==> src/hw/sanc_pkg.sv <==
// Shared constants and carriers of the serial-port negotiation register bank
package sanc_pkg;

	// ==========================================
	// Widths
	localparam int SANC_AW = 21;
	localparam int SANC_DW = 16;
	localparam int SANC_CTRL_W = 5;
	localparam int SANC_IRQ_W = 2;

	// ==========================================
	// Register offsets
	localparam logic [20:0] SANC_CTRL_OFS = 21'h1f_8001;
	localparam logic [20:0] SANC_STAT_OFS = 21'h1f_8002;
	localparam logic [20:0] SANC_ADV_OFS = 21'h1f_0004;
	localparam logic [20:0] SANC_ISTAT_OFS = 21'h1f_8010;
	localparam logic [20:0] SANC_IMASK_OFS = 21'h1f_8011;

	// ==========================================
	// Control fields
	localparam int SANC_CTRL_LINKCFG_BIT = 4;
	localparam int SANC_CTRL_ROLE_BIT = 3;
	localparam int SANC_CTRL_MODE_HI = 2;
	localparam int SANC_CTRL_MODE_LO = 1;
	localparam int SANC_CTRL_IEN_BIT = 0;
	localparam logic [4:0] SANC_CTRL_RST = 5'h04;

	// ==========================================
	// Result status fields
	localparam int SANC_STAT_LINK_BIT = 4;
	localparam int SANC_STAT_SPD_HI = 3;
	localparam int SANC_STAT_SPD_LO = 2;
	localparam int SANC_STAT_FDX_BIT = 1;
	localparam int SANC_STAT_DONE_BIT = 0;
	localparam logic [1:0] SANC_SPD_RST = 2'h0;
	localparam logic [1:0] SANC_SPD_RSVD = 2'h3;

	// ==========================================
	// Event status and mask fields
	localparam int SANC_IRQ_LINK_BIT = 0;
	localparam int SANC_IRQ_SPD_BIT = 1;
	localparam logic [1:0] SANC_IRQ_RST = 2'h0;
	localparam logic [15:0] SANC_RD_ZERO = 16'h0000;

	typedef enum logic [1:0]
	{
		SANC_MODE_SERDES = 2'h0,
		SANC_MODE_SGMII = 2'h2
	} sanc_mode_e;

	typedef struct packed
	{
		logic [20:0] addr;
		logic [15:0] wdata;
		logic wr;
		logic rd;
	} sanc_bus_req_s;

	typedef struct packed
	{
		logic done;
		logic link;
		logic [1:0] speed;
		logic full_dx;
	} sanc_partner_s;

	typedef struct packed
	{
		logic link_cfg;
		logic phy_side;
		logic [1:0] mode;
		logic irq_en;
	} sanc_cfg_s;

endpackage : sanc_pkg

==> src/hw/sanc_regs.sv <==
// Negotiation control and result status registers of the serial gigabit port
// What this block does
// - Control writes wait in a shadow until the advertisement register is written.
// - Role bit: zero is MAC-side slave, one is PHY-side master.
// - Mode field: 00 SerDes, 10 SGMII and reset value, others reserved.
// - Enable bit lets negotiation completion drive the interrupt output.
// - Status link bit shows the partner's announced link state.
// - Status speed field shows the partner's announced speed code.
// - Status duplex bit shows the partner's announced duplex.
// - Completion flag sets on finish and stays until software writes zero.
// - Completion flag behaves the same whatever the enable bit says.
// - In SerDes mode each completion clears the status link, speed and duplex fields; until then they keep their old values.
`timescale 1ns/1ps
`default_nettype none

module sanc_regs
	import sanc_pkg::*;
(
	input wire logic clock,
	input wire logic rst_b,
	input wire logic ce,
	input wire sanc_bus_req_s bus_i,
	output logic [SANC_DW-1:0] rdata_o,
	input wire sanc_partner_s partner_i,
	output sanc_cfg_s cfg_o,
	output logic irq_o
);

	// ==========================================
	// Decode
	logic wr_ctrl;
	logic wr_stat;
	logic wr_adv;
	logic wr_istat;
	logic wr_imask;
	logic done_clr;
	logic sgmii_appl;
	logic an_evt;

	assign wr_ctrl = ce && bus_i.wr && (bus_i.addr == SANC_CTRL_OFS);
	assign wr_stat = ce && bus_i.wr && (bus_i.addr == SANC_STAT_OFS);
	assign wr_adv = ce && bus_i.wr && (bus_i.addr == SANC_ADV_OFS);
	assign wr_istat = ce && bus_i.wr && (bus_i.addr == SANC_ISTAT_OFS);
	assign wr_imask = ce && bus_i.wr && (bus_i.addr == SANC_IMASK_OFS);
	assign done_clr = wr_stat && !bus_i.wdata[SANC_STAT_DONE_BIT];
	assign an_evt = ce && partner_i.done;

	// ==========================================
	// Control shadow and applied copy
	logic [SANC_CTRL_W-1:0] pend_r;
	logic [SANC_CTRL_W-1:0] pend_nxt;
	logic [SANC_CTRL_W-1:0] appl_r;
	logic [1:0] wmode;

	assign wmode = bus_i.wdata[SANC_CTRL_MODE_HI:SANC_CTRL_MODE_LO];

	always_comb
	begin
		pend_nxt = bus_i.wdata[SANC_CTRL_W-1:0];
		// Reserved codes are refused so the applied mode is always legal
		if (wmode != SANC_MODE_SERDES && wmode != SANC_MODE_SGMII)
		begin
			pend_nxt[SANC_CTRL_MODE_HI:SANC_CTRL_MODE_LO] = pend_r[SANC_CTRL_MODE_HI:SANC_CTRL_MODE_LO];
		end
	end

	always_ff @(posedge clock)
	begin
		if (!rst_b)
		begin
			pend_r <= SANC_CTRL_RST;
		end
		else if (wr_ctrl)
		begin
			pend_r <= pend_nxt;
		end
	end

	always_ff @(posedge clock)
	begin
		if (!rst_b)
		begin
			appl_r <= SANC_CTRL_RST;
		end
		else if (wr_adv)
		begin
			appl_r <= pend_r;
		end
	end

	assign cfg_o.phy_side = appl_r[SANC_CTRL_ROLE_BIT];
	assign cfg_o.link_cfg = appl_r[SANC_CTRL_LINKCFG_BIT];
	assign cfg_o.mode = appl_r[SANC_CTRL_MODE_HI:SANC_CTRL_MODE_LO];
	assign cfg_o.irq_en = appl_r[SANC_CTRL_IEN_BIT];
	assign sgmii_appl = (appl_r[SANC_CTRL_MODE_HI:SANC_CTRL_MODE_LO] == SANC_MODE_SGMII);

	// ==========================================
	// Partner results
	logic link_r;
	logic [1:0] speed_r;
	logic fdx_r;
	logic done_r;

	always_ff @(posedge clock)
	begin
		if (!rst_b)
		begin
			link_r <= 1'b0;
			speed_r <= SANC_SPD_RST;
			fdx_r <= 1'b0;
		end
		else if (an_evt)
		begin
			if (sgmii_appl)
			begin
				link_r <= partner_i.link;
				speed_r <= partner_i.speed;
				fdx_r <= partner_i.full_dx;
			end
			else
			begin
				link_r <= 1'b0;
				speed_r <= SANC_SPD_RST;
				fdx_r <= 1'b0;
			end
		end
	end

	always_ff @(posedge clock)
	begin
		if (!rst_b)
		begin
			done_r <= 1'b0;
		end
		else if (an_evt)
		begin
			done_r <= 1'b1;
		end
		else if (done_clr)
		begin
			done_r <= 1'b0;
		end
	end

	// ==========================================
	// Event status and mask
	logic [SANC_IRQ_W-1:0] ev;
	logic [SANC_IRQ_W-1:0] istat_r;
	logic [SANC_IRQ_W-1:0] imask_r;

	assign ev[SANC_IRQ_LINK_BIT] = an_evt && sgmii_appl && (partner_i.link != link_r);
	assign ev[SANC_IRQ_SPD_BIT] = an_evt && sgmii_appl && (partner_i.speed == SANC_SPD_RSVD);

	genvar gi;
	generate
		for (gi = 0; gi < SANC_IRQ_W; gi++)
		begin : g_istat
			// Event in the clearing cycle is kept
			always_ff @(posedge clock)
			begin
				if (!rst_b)
				begin
					istat_r[gi] <= 1'b0;
				end
				else if (ev[gi])
				begin
					istat_r[gi] <= 1'b1;
				end
				else if (wr_istat && bus_i.wdata[gi])
				begin
					istat_r[gi] <= 1'b0;
				end
			end
		end
	endgenerate

	always_ff @(posedge clock)
	begin
		if (!rst_b)
		begin
			imask_r <= SANC_IRQ_RST;
		end
		else if (wr_imask)
		begin
			imask_r <= bus_i.wdata[SANC_IRQ_W-1:0];
		end
	end

	assign irq_o = (done_r && appl_r[SANC_CTRL_IEN_BIT]) || (|(istat_r & imask_r));

	// ==========================================
	// Read port
	logic [SANC_DW-1:0] rd_val;

	always_comb
	begin
		rd_val = SANC_RD_ZERO;
		unique case (bus_i.addr)
			SANC_CTRL_OFS:
			begin
				rd_val[SANC_CTRL_W-1:0] = pend_r;
			end
			SANC_STAT_OFS:
			begin
				rd_val[SANC_STAT_LINK_BIT] = link_r;
				rd_val[SANC_STAT_SPD_HI:SANC_STAT_SPD_LO] = speed_r;
				rd_val[SANC_STAT_FDX_BIT] = fdx_r;
				rd_val[SANC_STAT_DONE_BIT] = done_r;
			end
			SANC_ISTAT_OFS:
			begin
				rd_val[SANC_IRQ_W-1:0] = istat_r;
			end
			SANC_IMASK_OFS:
			begin
				rd_val[SANC_IRQ_W-1:0] = imask_r;
			end
			default:
			begin
				rd_val = SANC_RD_ZERO;
			end
		endcase
	end

	// Data in the cycle after an enabled strobe, zero after other enabled cycles, held while ce is low
	always_ff @(posedge clock)
	begin
		if (!rst_b)
		begin
			rdata_o <= SANC_RD_ZERO;
		end
		else if (ce)
		begin
			rdata_o <= bus_i.rd ? rd_val : SANC_RD_ZERO;
		end
	end
endmodule : sanc_regs

`default_nettype wire

==> config.mk <==
export PLATFORM = sky130hd
export DESIGN_NAME = sanc_regs
export DESIGN_NICKNAME = d
export VERILOG_FILES = /design/src/hw/sanc_pkg.sv /design/src/hw/sanc_regs.sv
export SDC_FILE = /design/constraint.sdc
export NUM_CORES = 1
export LEC_CHECK = 0
export BUFFER_PORTS_ARGS = -buffer_cell sky130_fd_sc_hd__buf_2
export CAP_MARGIN = 20
export CORE_MARGIN = 8
export CORE_UTILIZATION = 26
export CTS_CLUSTER_DIAMETER = 80
export CTS_CLUSTER_SIZE = 25
export DETAILED_ROUTE_END_ITERATION = 8
export MAX_ROUTING_LAYER = met4
export PLACE_DENSITY = 0.48
export SYNTH_ARGS = -nofsm -noshare
export SYNTH_HDL_FRONTEND = slang
export SYNTH_SLANG_ARGS = --single-unit
==> constraint.sdc <==
create_clock -name clock -period 2.62 [get_ports clock]
set_input_delay 0.786 -clock clock [delete_from_list [all_inputs] [get_ports clock]]
set_output_delay 0.786 -clock clock [all_outputs]
set_load 0.005 [all_outputs]
# Word-level counts from Yosys, hierarchy flattened
# Cells that the tools add are included.
# totals
reg_bits	35
elab_cells	57
# classes
bitwise_logic	2
eq_ne	9
muxes	12
reduce_logical	23
# op_table
operator	count
$eq 21x21->1 const B	5
$logic_and 1x1->1	15
$mux 1	8
$pmux 2 s4	1
$reduce_bool 2->1	4
$pmux 3 s2	1
$mux 5	1
$eq 2x2->1 const B	2
$and 2x2->2	1
$mux 2	1
$ne 2x2->1 const B	1
$reduce_and 2->1	1
$reduce_or 2->1	1
$logic_not 1->1	1
$logic_or 1x1->1	1
$ne 1x1->1	1
$not 1->1	1

# Longest topological paths before layout
# depth
ltp_word	5
depth_mapped	6

# Least setup slack after synthesis
# OpenSTA, ideal clock, no wires.
# synth_path
path_type	input-to-reg
startpoint	input port bus_i[28] (netlist bit)
endpoint	register pend_r[1]
setup_ns	0.122
path_stages	4
t_arrival_ns	2.251
t_required_ns	2.498
path_slack_ns	0.248
path_buffers	1
cell_sequence	or4b_4 > or4_1 > buf_2 > o311a_1
# synth_via
elab_chain_cells	3
# synth_rtl
element	line_no	source
start, declared	sanc_regs.sv:22	input wire sanc_bus_req_s bus_i,
$eq 21x21->1	sanc_regs.sv:40	assign wr_ctrl = ce && bus_i.wr && (bus_i.addr == SANC_CTRL_OFS);
$logic_and 1x1->1	sanc_regs.sv:40	
$reduce_and 2->1 (no source line)	-	
end signal, assigned	sanc_regs.sv:75	pend_r <= pend_nxt;
end, declared	sanc_regs.sv:50	logic [SANC_CTRL_W-1:0] pend_r;
# No other way between the ends.
# A chain may end at the register's enable or synchronous reset.

# Worst setup path in the final report
# layout_path
startpoint	input port bus_i[28] (netlist bit)
endpoint	register pend_r[2]
# Same word-level chain as after synthesis.

==> results by group <==
Worst setup path
  – Kind of critical path: in -> reg
  – Required time worst endpoint: 2.76 ns
  – Worst-path fanout max: 7
  – Crit Reg-Reg Endpoint: rdata_o[1]
  – Cells on worst reg2reg path: 4
  – Crit path DAT: 2.44 ns
  – CP startpoint kind: input port
  – Reg2Reg Setup Slack: ~1.2 ns
  – R2r startpoint: pend_r[1]
  – Critical path capture point type: flip-flop

STA
  – F_max: 435 MHz
  – Max Transition Viols Final: 0
  – Setup violators final: 0
  – Final hold vios: 0
  – RSZ-0062 raised after global routing: no
  – Total negative setup slack: 0 ns
  – Final setup margin: 0.319 ns
  – Period utilization: 0.878
  – Crit path time final: ~2.3 ns
  – Worst Skew: 0.00158 ns

Clock network
  – Worst-path clk slew: 0.08 ns
  – Post-CTS Setup Bufs: 0
  – Post-cts resize count: 0
  – CTS H-Tree Depth: 1
  – Clk sinks: 24
  – CTS tree: yes
  – Cts hold-fix bufs: 0
  – Later-pin clock latency in the skew report: 0.26 ns
  – Clock Tree Root: clkbuf_8
  – Number of buffers created by CTS: 3
  – CTS max path bufs: 2

Logic synthesis
  – Flops & latches, synth: 24
  – Area leader, netlist: dfxtp_1
  – Commonest register cell after synthesis: dfxtp_1
  – Share of Yosys cell area claimed by the top area cell type: 0.357
  – Top cells by count, synth: dfxtp_1, o21ai_0, nand3_1
  – Most common cell in the netlist: dfxtp_1
  – Syn_area_per_cell: 8.11 um2
  – Asr flop ratio synth: 0
  – Yosys cell types: 39
  – Post-synth EDFFs: 0
  – Top cells by area, synth: dfxtp_1, buf_4, o21ai_0
  – Synth Warn #: 0
  – Syn Inst Count: 166
  – Sequential area share after synthesis: 0.357
  – Cell area after synthesis: 1350 um2

Detailed routing
  – DRT iter0 DRCs: 80
  – TritonRoute pass-1 iters: 4
  – Via count: 1,405
  – Antenna viol nets, final: 0
  – Residual DRC count: 0
  – Routed WL per cell: roughly 15 um
  – Via density: just under 5
  – Routed wire length: 4210 um

Layout
  – Non-Filler Instances: 284
  – Fin nets: 263
  – Layout cell share with drive strength beyond 1: 0.271
  – Fin util: 0.334
  – # diodes: 0
  – Final instance area: 1680 um2
  – P&R area growth vs syn: 25.1%

Worst hold path
  – Hold endpoint: rdata_o[0]
  – Hold_sp: rdata_o[0]
  – Worst hold path depth: 2
  – Worst Hold Class: reg -> reg

Status
  – Status: completed

Global routing
  – Vias in the first global route: 1,463
  – GRT Overall Usage: 0.118
  – Largest net degree at the start of global routing: 13
  – Gr ovfl total: 0
  – Antenna violations before repair: 0
  – Global-route wire length before repair: 7020 um

Die
  – Core Region: 5040 um2
  – # IOs: 69
  – Initial core utilization: 0.267
  – Die Y: around 88 um
  – DIE WIDTH: roughly 90 um
  – Die ar.: 7740 um2
  – FP Rows: 26

Pwr
  – P_leak: a little under 0.7 nW
  – Max VDD drop: about 0.26 mV
  – Pwr dens: 396 nW/um2

Placed design
  – GPL Wtd Cong: 0.783
  – Pre-CTS setup slack: 0.0709 ns
  – Post-DP HPWL: 3460 um
  – Port Buffers: 46
  – Placed insts: 281
  – Cell Area, Placed: between 1500 and 2000 um2

Job
  – Max-Cap Viols: 0
registers in the layout, summed over array words and instances (netlist names):
signal   cells
pend_r       5
link_r       1
imask_r      2
istat_r      2
rdata_o      5
cfg_o        5
fdx_r        1
speed_r      2
done_r       1
power breakdown:
part / leakage (nW) / switching (W) / internal, W
Clock: 0.0216 / 0.000104 / 0.000102
Combinational: 0.459 / 0.0000492 / 0.0000385
Sequential: 0.194 / 0.00000344 / 0.000370
metrics by stage:
step           power (W)  hold slack (ns)
2_1_floorplan   0.000434            0.437
3_3_place_gp    0.000468            0.440
6_report        0.000668            0.450
5_1_grt         0.000707            0.489
3_5_place_dp    0.000469            0.441
4_1_cts         0.000681            0.461
final cells by class:
type	instances	area, um2
Fill cell	563	3360
Multi-Input combinational cell	129	773
Sequential cell	24	480
Timing Repair Buffer	53	283
Tap cell	70	87.6
Clock buffer	3	41.3
Inverter	5	18.8
worst max path at each step:
stage / startpoint / endpoint / cells after the start
2_1_floorplan: bus_i[28] / pend_r[1] / 4
3_3_place_gp: bus_i[28] / pend_r[2] / 5
5_1_grt: bus_i[28] / pend_r[2] / 5
6_report: bus_i[28] / pend_r[2] / 5
3_5_place_dp: bus_i[28] / pend_r[2] / 5
4_1_cts: bus_i[28] / pend_r[2] / 5
cells in the final DEF (no fill, tap or decap), types with 3 or more instances in the layout:
master / netlist / final
dfxtp_1: 24 / 24
a22oi_1: 4 / 4
conb_1: 1 / 11
or3_1: 3 / 3
buf_2: 2 / 46
a22o_1: 3 / 3
nor2_1: 8 / 8
a21oi_1: 13 / 13
nor4b_1: 3 / 3
nand2_1: 6 / 6
nor3_1: 4 / 4
clkbuf_8: 0 / 3
nand2b_1: 4 / 4
buf_4: 11 / 7
and3_1: 4 / 4
nand4_1: 5 / 5
nand3_1: 14 / 14
o21ai_0: 15 / 15
nor4_1: 6 / 6
inv_1: 4 / 4
cells by family after synthesis:
logic type                share of synthesized area
AOI/OAI and AO/OA                             0.204
xor gates and xnor gates                    0.00651
buffers and inverters                        0.0966
DFF                                           0.357
other                                       0.00279
and+or+nand+nor                               0.334
worst max-delay path, cell delays in order:
cell and delay, ns:
buf_2 0.10, or4b_4 0.53, or4_1 0.63, o31ai_1 0.29, nand3_1 0.10
layer usage:
metal	vias to the layer above	wire [um]	GRT usage
li1	703	-	-
met4	0	35	0.0406
met2	46	1940	0.189
met5	-	0	-
met3	4	259	0.0178
met1	652	1980	0.146
(Power assumes the default switching activity.)
